`config.mk`:
```
export PLATFORM = sky130hd
export DESIGN_NAME = xi_ctrl
export DESIGN_NICKNAME = d
export VERILOG_FILES = /design/src/design/xi_pkg.sv /design/src/design/xi_ctrl.sv
export VERILOG_INCLUDE_DIRS = /design/src /design/src/design
export SDC_FILE = /design/constraint.sdc
export NUM_CORES = 1
export LEC_CHECK = 0
export BUFFER_PORTS_ARGS = -buffer_cell sky130_fd_sc_hd__buf_2
export CAP_MARGIN = 25
export CORE_MARGIN = 4
export CORE_UTILIZATION = 45
export DETAILED_ROUTE_END_ITERATION = 10
export GPL_TIMING_DRIVEN = 0
export PLACE_DENSITY = 0.76
export SYNTH_ARGS = -nofsm -noshare
export SYNTH_HDL_FRONTEND = slang
export SYNTH_SLANG_ARGS = --single-unit
```
`constraint.sdc`:
```
create_clock -name clk -period 2.1 [get_ports clk]
set_clock_uncertainty 0.15 [all_clocks]
set_input_delay 0.42 -clock clk [delete_from_list [all_inputs] [get_ports clk]]
set_output_delay 0.42 -clock clk [all_outputs]
set_load 0.05 [all_outputs]
```
`src/design/xi_defs.svh`:
```
// register addresses, bit positions, reset values and fixed codes for the extra interrupt block
`ifndef XI_DEFS_SVH
`define XI_DEFS_SVH

// ------------------------------------------------------------
// special function register addresses
// ------------------------------------------------------------
`define XI_CTRL_ADDR 8'hc0
`define XI_PORT_ADDR 8'hd8
`define XI_BIT_BASE_MASK 8'hf8

// ------------------------------------------------------------
// control register bit positions
// ------------------------------------------------------------
`define XI_B_IRQ3_PRI 7
`define XI_B_IRQ3_EN 6
`define XI_B_IRQ3_FLAG 5
`define XI_B_IRQ2_PRI 4
`define XI_B_IRQ3_EDGE 3
`define XI_B_IRQ2_EN 2
`define XI_B_IRQ2_FLAG 1
`define XI_B_IRQ2_EDGE 0

// ------------------------------------------------------------
// port pins carrying the extra requests, source numbers
// ------------------------------------------------------------
`define XI_PIN_A 2
`define XI_PIN_B 3
`define XI_SRC_A 3'h6
`define XI_SRC_B 3'h7

// ------------------------------------------------------------
// reset values
// ------------------------------------------------------------
`define XI_CTRL_RESET 8'h00
`define XI_PORT_RESET 4'hf
`define XI_PIN_RESET 4'hf

// ------------------------------------------------------------
// vector table: first vector and spacing
// ------------------------------------------------------------
`define XI_VEC_BASE 8'h03
`define XI_VEC_STEP_SHIFT 3

`endif

```
`src/design/xi_pkg.sv`:
```
// types shared by the extra interrupt block and its surroundings
package xi_pkg;

    // byte access from the core's special function register bus
    typedef struct packed {
        logic wr;
        logic rd;
        logic rd_latch;
        logic [7:0] addr;
        logic [7:0] wdata;
    } xi_sfr_req_t;

    // single-bit access (set, clear, test) by bit address
    typedef struct packed {
        logic wr;
        logic rd;
        logic [7:0] addr;
        logic val;
    } xi_bit_req_t;

    // request offered to the core's interrupt sequencer
    typedef struct packed {
        logic req;
        logic high;
        logic [2:0] src;
        logic [7:0] vector;
    } xi_irq_t;

    // whole state of the block
    typedef struct packed {
        logic [7:0] ctrl;
        logic [3:0] latch;
        logic [3:0] sync1;
        logic [3:0] sync2;
        logic [3:0] prev;
        logic [7:0] rdata;
        logic rbit;
        logic rvalid;
        xi_irq_t irq;
    } xi_state_t;

endpackage

```
`src/design/xi_ctrl.sv`:
```
// extra external interrupt controller with eight-source arbiter and four-bit port
`timescale 1ns/1ps
`include "xi_defs.svh"

module xi_ctrl (
    input wire logic clk, // 125 MHz system clock
    input wire logic reset, // synchronous, active high
    input xi_pkg::xi_sfr_req_t sfr_req, // byte access from core
    input xi_pkg::xi_bit_req_t bit_req, // bit access from core
    output logic [7:0] sfr_rdata, // byte read data
    output logic bit_rdata, // bit read data
    output logic rd_valid, // read data valid pulse
    input wire logic [5:0] std_req, // standard sources, enabled requests
    input wire logic [5:0] std_pri, // standard sources, high priority
    input wire logic irq_ack, // core vectors to irq_out.src
    output xi_pkg::xi_irq_t irq_out, // arbitrated request and vector
    input wire logic [3:0] pin_in, // port pin levels
    output logic [3:0] pin_out, // port pin drive level
    output logic [3:0] pin_oe // port pin pull-down enable
);
    import xi_pkg::*;

    xi_state_t s_q;
    xi_state_t s_d;

    // ------------------------------------------------------------
    // helpers
    // ------------------------------------------------------------
    function automatic logic [7:0] vec_of(input logic [2:0] src);
        vec_of = `XI_VEC_BASE + {2'b00, src, 3'b000};
    endfunction

    function automatic logic [3:0] lowest_set(input logic [7:0] m);
        logic [3:0] r;
        r = 4'h8;
        for (int i = 7; i >= 0; i--) begin
            if (m[i]) begin
                r = {1'b0, i[2:0]};
            end
        end
        lowest_set = r;
    endfunction

    function automatic logic is_ctrl(input logic [7:0] a);
        is_ctrl = (a & `XI_BIT_BASE_MASK) == `XI_CTRL_ADDR;
    endfunction

    function automatic logic is_port(input logic [7:0] a);
        is_port = (a & `XI_BIT_BASE_MASK) == `XI_PORT_ADDR;
    endfunction

    // ------------------------------------------------------------
    // request view of the two extra inputs
    // ------------------------------------------------------------
    logic low_a;
    logic low_b;
    logic fall_a;
    logic fall_b;
    logic [7:0] ctrl_view;
    logic [7:0] all_req;
    logic [7:0] all_hi;
    logic [3:0] pick_hi;
    logic [3:0] pick_lo;

    always_comb begin
        // only the second synchroniser stage is looked at
        low_a = !s_q.sync2[`XI_PIN_A];
        low_b = !s_q.sync2[`XI_PIN_B];
        fall_a = s_q.prev[`XI_PIN_A] && low_a;
        fall_b = s_q.prev[`XI_PIN_B] && low_b;
        // level mode shows the live request in the flag position
        ctrl_view = s_q.ctrl;
        if (!s_q.ctrl[`XI_B_IRQ2_EDGE]) begin
            ctrl_view[`XI_B_IRQ2_FLAG] = low_a;
        end
        if (!s_q.ctrl[`XI_B_IRQ3_EDGE]) begin
            ctrl_view[`XI_B_IRQ3_FLAG] = low_b;
        end
        all_req = {ctrl_view[`XI_B_IRQ3_FLAG] && s_q.ctrl[`XI_B_IRQ3_EN],
                   ctrl_view[`XI_B_IRQ2_FLAG] && s_q.ctrl[`XI_B_IRQ2_EN],
                   std_req};
        all_hi = {s_q.ctrl[`XI_B_IRQ3_PRI], s_q.ctrl[`XI_B_IRQ2_PRI], std_pri};
        pick_hi = lowest_set(all_req & all_hi);
        pick_lo = lowest_set(all_req & ~all_hi);
    end

    // ------------------------------------------------------------
    // next state
    // ------------------------------------------------------------
    always_comb begin
        s_d = s_q;
        s_d.rvalid = 1'b0;
        s_d.sync1 = pin_in;
        s_d.sync2 = s_q.sync1;
        s_d.prev = s_q.sync2;

        // byte writes
        if (sfr_req.wr) begin
            case (sfr_req.addr)
                `XI_CTRL_ADDR: s_d.ctrl = sfr_req.wdata;
                `XI_PORT_ADDR: s_d.latch = sfr_req.wdata[3:0];
                default: ;
            endcase
        end

        // single-bit set and clear
        if (bit_req.wr) begin
            if (is_ctrl(bit_req.addr)) begin
                s_d.ctrl[bit_req.addr[2:0]] = bit_req.val;
            end else if (is_port(bit_req.addr) && !bit_req.addr[2]) begin
                s_d.latch[bit_req.addr[1:0]] = bit_req.val;
            end
        end

        // servicing clears the latched edge flag of the vectored source
        if (irq_ack && s_q.irq.req) begin
            if (s_q.irq.src == `XI_SRC_A) begin
                s_d.ctrl[`XI_B_IRQ2_FLAG] = 1'b0;
            end
            if (s_q.irq.src == `XI_SRC_B) begin
                s_d.ctrl[`XI_B_IRQ3_FLAG] = 1'b0;
            end
        end

        // detection last, so a new edge beats any clear in the same cycle
        if (s_q.ctrl[`XI_B_IRQ2_EDGE]) begin
            if (fall_a) begin
                s_d.ctrl[`XI_B_IRQ2_FLAG] = 1'b1;
            end
        end else begin
            s_d.ctrl[`XI_B_IRQ2_FLAG] = 1'b0;
        end
        if (s_q.ctrl[`XI_B_IRQ3_EDGE]) begin
            if (fall_b) begin
                s_d.ctrl[`XI_B_IRQ3_FLAG] = 1'b1;
            end
        end else begin
            s_d.ctrl[`XI_B_IRQ3_FLAG] = 1'b0;
        end

        // reads: port gives pins, or the latch for read-modify-write
        if (sfr_req.rd) begin
            s_d.rvalid = 1'b1;
            case (sfr_req.addr)
                `XI_CTRL_ADDR: s_d.rdata = ctrl_view;
                `XI_PORT_ADDR: s_d.rdata = {4'h0, sfr_req.rd_latch ? s_q.latch : s_q.sync2};
                default: s_d.rdata = 8'h00;
            endcase
        end
        if (bit_req.rd) begin
            s_d.rvalid = 1'b1;
            if (is_ctrl(bit_req.addr)) begin
                s_d.rbit = ctrl_view[bit_req.addr[2:0]];
            end else if (is_port(bit_req.addr) && !bit_req.addr[2]) begin
                s_d.rbit = s_q.sync2[bit_req.addr[1:0]];
            end else begin
                s_d.rbit = 1'b0;
            end
        end

        // arbitration: any high-priority request beats every low one
        s_d.irq.req = 1'b0;
        s_d.irq.high = 1'b0;
        s_d.irq.src = 3'h0;
        if (!pick_hi[3]) begin
            s_d.irq.req = 1'b1;
            s_d.irq.high = 1'b1;
            s_d.irq.src = pick_hi[2:0];
        end else if (!pick_lo[3]) begin
            s_d.irq.req = 1'b1;
            s_d.irq.src = pick_lo[2:0];
        end
        // withdraw the request for one cycle after an ack of an offered request so the acked source is not offered twice
        if (irq_ack && s_q.irq.req) begin
            s_d.irq.req = 1'b0;
        end
        s_d.irq.vector = vec_of(s_d.irq.src);
    end

    // ------------------------------------------------------------
    // state register
    // ------------------------------------------------------------
    always_ff @(posedge clk) begin
        if (reset) begin
            s_q <= '0;
            s_q.ctrl <= `XI_CTRL_RESET;
            s_q.latch <= `XI_PORT_RESET;
            s_q.sync1 <= `XI_PIN_RESET;
            s_q.sync2 <= `XI_PIN_RESET;
            s_q.prev <= `XI_PIN_RESET;
            s_q.irq.vector <= `XI_VEC_BASE;
        end else begin
            s_q <= s_d;
        end
    end

    // ------------------------------------------------------------
    // outputs
    // ------------------------------------------------------------
    // quasi-bidirectional: strong low only, external pull-up makes the one
    always_comb begin
        pin_out = 4'h0;
        pin_oe = ~s_q.latch;
        sfr_rdata = s_q.rdata;
        bit_rdata = s_q.rbit;
        rd_valid = s_q.rvalid;
        irq_out = s_q.irq;
    end

endmodule

```
==> Word-level counts from Yosys, hierarchy flattened <==
Cells that the tools add are included.
{ "classes": {"add_sub_neg": 1, "multipliers": 0, "n_div": 0, "magnitude_cmp": 4, "n_eq_ne": 6, "n_shift": 0, "n_mux": 52, "n_bitwise": 6, "reduce_logical": 14} }
{ "op_table": {"columns": ["cell", "n"], "rows": [
  ["2-to-1 mux 4 bit", 20],
  ["2-to-1 mux 12 bit", 2],
  ["2-to-1 mux 1 bit", 19],
  ["bitwise AND 8 bit", 2],
  ["equality test 8 bit, second input constant", 2],
  ["2-to-1 mux 8 bit", 2],
  ["one-hot mux 8 bit (2 select lines)", 1],
  ["equality test 5 bit, second input constant", 2],
  ["bitwise mux 8 bit", 1],
  ["logical AND 1 bit", 8],
  ["inverter 8 bit", 1],
  ["adder 2 x 6 -> 7 bit, first input constant", 1],
  ["equality test 3 bit, second input constant", 2],
  ["2-to-1 mux 3 bit", 2],
  ["OR reduction 2 bit", 3],
  ["bitwise mux 4 bit", 1],
  ["less-than comparator 3 x 4 -> 1 bit, second input constant", 1],
  ["inverter 4 bit", 1],
  ["binary-select mux 1 bit (select 3 bit)", 1],
  ["demux 1 bit (select 3 bit)", 1],
  ["greater-or-equal comparator 3 x 1 -> 1 bit, second input constant", 1],
  ["zero test 1 bit", 3],
  ["less-than comparator 2 x 3 -> 1 bit, second input constant", 1],
  ["binary-select mux 1 bit (select 2 bit)", 1],
  ["other kinds (3)", 4]
]} }
{ "totals": {"reg_bits": 47, "latchBits": 0, "ram_bits": 0, "mem_bits_ro": 0, "input_bits": 49, "out_inout_bits": 31, "elab_cells": 97, "n_memories": 0} }

==> Logic depth before layout (Yosys ltp) <==
{ "logic_depth": {"ltp_word": 15, "mapped_depth": 6, "ltp_nobuf": 5} }

==> Worst setup path after synthesis <==
Ideal clock, no wire load.
{ "synth_timing": {"kind": "input-to-reg", "startpoint": "input port sfr_req[10] in the netlist's numbering", "endpoint": "register s_q[35] in the netlist's numbering", "setup_time_ns": 0.119, "arrival_ns": 1.898, "required_time_ns": 1.831, "path_slack_ns": -0.066, "path_stages": 5, "n_path_buf": 0, "path_cell_list": "or4_4 or4_4 mux2_1 mux2i_1 nand2_1"} }
{ "synth_via": {"elab_chain_cells": 7} }
{ "synth_lines": {"columns": ["item", "line", "text"], "rows": [
  ["from (decl)", "xi_ctrl.sv:8", "input xi_pkg::xi_sfr_req_t sfr_req,"],
  ["equality test 8 bit *", "xi_ctrl.sv:99", "case (sfr_req.addr)"],
  ["2-to-1 mux 4 bit *", "xi_ctrl.sv:99", null],
  ["2-to-1 mux 12 bit *", "xi_ctrl.sv:98", "if (sfr_req.wr) begin"],
  ["bitwise mux 4 bit", "xi_ctrl.sv:111", "s_d.latch[bit_req.addr[1:0]] = bit_req.val;"],
  ["2-to-1 mux 4 bit", "xi_ctrl.sv:110", "end else if (is_port(bit_req.addr) && !bit_req.addr[2]) begin"],
  ["2-to-1 mux 4 bit", "xi_ctrl.sv:108", "if (is_ctrl(bit_req.addr)) begin"],
  ["2-to-1 mux 12 bit *", "xi_ctrl.sv:107", "if (bit_req.wr) begin"],
  ["to (decl)", "xi_ctrl.sv:23", "xi_state_t s_q;"]
]} }
Every way passes the cells marked *; elsewhere a longest branch is shown, timed or not.
A chain may end at the register's enable or synchronous reset.

==> Worst setup path in the final report <==
{ "layout_timing": {"startpoint": "input port sfr_req[10] in the netlist's numbering", "endpoint": "register s_q[38] in the netlist's numbering"} }
Same word-level chain as after synthesis.

==> flow_metrics.py <==
metrics = {
    "routing": {
        "dr.pass1.iters": 4,
        "vias": 2147,
        "wire_per_inst_um": 12.9,
        "drtIter0Drc": 162,
        "viasPerCell": 5.12,
        "ant_nets": 0,
        "route.detailed.drc": 0,
        "finalWirelength_um": 5400,
    },
    "timing": {
        "slew-limit-headroom_pct": 50.3,
        "max_freq_ghz": 0.488,
        "min_period_over_period_pct": 97.6,
        "rsz0062_at_grt": "no",
        "fin_crit_ns": 2.05,
        "fin_hold_ws_ns": 0.157,
        "slew_violations": 0,
        "hold_violations": 0,
        "final-setup-viol-count": 0,
        "layout_setup_ws_ns": 0.0497,
        "tightest_slew_ns": 0.738,
    },
    "global_route": {
        "grt_pass1_vias": 1941,
        "globalRouteOverflowTotal": 0,
        "grt_pass1_wl_um": 8520,
        "grt_usage_pct": 17.2,
        "antenna_found_initial": 0,
        "grt_max_degree": 14,
    },
    "die": {
        "rows": 25,
        "initial_core_util_pct": 46.5,
        "die_h_um": 77.8,
        "dieArea_um2": 6060,
        "die_width_um": 77.8,
        "io_pins": 80,
        "coreArea_um2": 4720,
    },
    "synthesis": {
        "ys_seq_area_share_pct": 33.8,
        "syn-mean-instance-area_um2": 8.13,
        "ys_seq_elements": 37,
        "synth_top_area_share_pct": 33.8,
        "yosysTopAreaCell": "dfxtp_1",
        "ys.flop_type": "dfxtp_1",
        "syn-cell-area_um2": 2190,
        "synth_area_leaders": "dfxtp_1, buf_4, nand2_1",
        "synth_cell_type_count": 50,
        "synth_edf_count": 0,
        "postSynthCellCount": 270,
        "async_flop_share_pct": 0,
        "ys_warn_count": 0,
    },
    "critical_path": {
        "rr_worst_depth": 5,
        "worstReg2RegStart": "ctrl_view[0]",
        "cp-start-kind": "primary input",
        "r2r_setup_slack_ns": 0.40,
        "r2r_end": "irq_out[3]",
        "worstPathRequired_ns": 2.13,
        "worstSetupEndpointType": "flop",
        "critical_path_arrival_ns": 2.08,
        "cp_max_fo": 5,
        "critical_path_class": "primary input to flop",
    },
    "placed_design": {
        "place_congestion": 0.907,
        "dpl.hpwl_um": 4340,
        "io_buffers": 67,
        "post-place-ws_ns": -0.241,
    },
    "worst_hold_path": {
        "holdCritPathClass": "primary input to flop",
        "worst_hold_startpoint": "pin_in[3]",
        "hold_depth": 2,
        "min_to": "s_d[30]",
    },
    "power_and_ir_drop": {
        "power_switching_uw": 459,
        "p_seq_share_pct": 41.4,
        "powerDensity_nw_per_um2": 634,
        "p_sw_share_pct": 26.0,
        "intPower_uw": 1310,
        "vdd_drop_max_mv": 0.358,
        "power_frac_clock_pct": 41.7,
        "p_total_uw": 1770,
        "p_leak_uw": 0.00134,
        "comb_power_share_pct": 16.9,
    },
    "run_status": {
        "outcome": "complete, no violations",
    },
    "finish": {
        "fillers": 433,
        "antenna_cells": 0,
        "area_delta_synth_final_pct": 27.0,
        "final_common_cell": "buf_2",
        "drive_gt1_share_pct": 33.8,
        "layout_common_cells": "buf_2, nand2_1, dfxtp_1, buf_4, nor2_1",
        "nets": 400,
    },
    "clock_tree": {
        "cts_buffers": 5,
        "cts.sinks": 37,
        "cts-resized-gates": 0,
        "root_buffer": "clkbuf_8",
        "htreeDepth": 2,
        "cts_tree": "yes",
        "clk_pin_slew_ns": 0.08,
        "post-cts-setup-buffers": 0,
        "cts_hold_buffers": 0,
        "cts.path.max_buffers": 2,
        "insertion_delay_ns": 0.29,
    },
    "flow_run": {
        "drv_cap": 0,
    },
}
==> stage by stage <==
step	util, %	cell area [um2]	setup TNS (ns)	std cells
6_report	59.0	2790	0	419
3_5_place_dp	56.0	2650	-2.37	411
5_1_grt	59.0	2790	0	419
4_1_cts	58.9	2780	0	419
3_3_place_gp	56.0	2650	-2.20	411
2_1_floorplan	-	2230	-0.383	277
==> routing by layer <==
layer	GRT usage (%)	up-vias	part of all wire [%]
met5	0	-	0
met4	6.23	0	1.8
met3	4.18	13	8.5
met2	28.4	90	46
met1	21.6	948	44
li1	-	1096	-
==> critical path: stages <==
cell,delay [ns]
buf_2,0.09
or4_4,0.55
or4_4,0.48
mux2_1,0.34
mux2i_1,0.13
nand2_1,0.06
==> power groups by stage <==
stage	sequential, uW	combinational (uW)	clock [uW]
finish	731	300	737
global route	734	323	768
CTS	731	298	743
detailed placement	748	296	0
global placement	747	293	0
floorplan	751	201	0
==> flip-flops by register name, indices dropped and copies added, names as in the netlist <==
register	cells
irq_out	5
ctrl_view	4
rd_valid	1
all_hi	2
sfr_rdata	8
s_q	8
bit_rdata	1
s_d	8
==> worst max path at each step <==
stage / depth (start not counted) / from / end / slack (ns)
5_1_grt: 6 / sfr_req[10] / ctrl_view[2] / 0.005
6_report: 6 / sfr_req[10] / s_q[38] / 0.05
2_1_floorplan: 5 / sfr_req[10] / s_q[35] / -0.07
3_5_place_dp: 6 / sfr_req[10] / s_q[37] / -0.24
3_3_place_gp: 6 / sfr_req[10] / s_q[38] / -0.22
4_1_cts: 6 / sfr_req[10] / s_q[37] / 0.05
==> layout make-up <==
cell class	count	area (um2)	area share, %
Multi-Input combinational cell	195	1220	43.8
Sequential cell	37	741	26.6
Timing Repair Buffer	67	335	12.0
Buffer	34	229	8.21
Tap cell	67	83.8	3.01
Clock buffer	5	68.8	2.47
Clock inverter	3	68.8	2.47
Inverter	11	41.3	1.48
==> cell usage after synthesis, types with 2 or more instances <==
master	count
nand2_1	38
dfxtp_1	37
buf_4	25
nor2_1	15
mux2i_1	14
o21ai_0	13
or2_2	11
inv_1	9
a21oi_1	8
clkbuf_1	8
nand3_1	8
a221oi_1	6
nor2b_1	6
and3_1	5
nand2b_1	5
nand4_1	5
nor3b_1	4
a22oi_1	3
a31oi_1	3
and2_1	3
mux2_1	3
nand4b_1	3
a211oi_1	2
a222oi_1	2
a32o_1	2
clkinv_1	2
conb_1	2
mux2_2	2
nor4_1	2
o211ai_1	2
o21ai_1	2
or4_4	2
==> cells by family (layout without fill, tap and decap cells) <==
group | count (synthesis) | after routing | share of synthesized area, %
muxes | 20 | 20 | 9.98
other | 2 | 9 | 0.342
AOI/OAI and AO/OA | 52 | 52 | 16.3
and+or+nand+nor | 114 | 114 | 27.6
buffers and inverters | 45 | 120 | 12.0
DFF | 37 | 37 | 33.8
(Power assumes the default switching activity.)
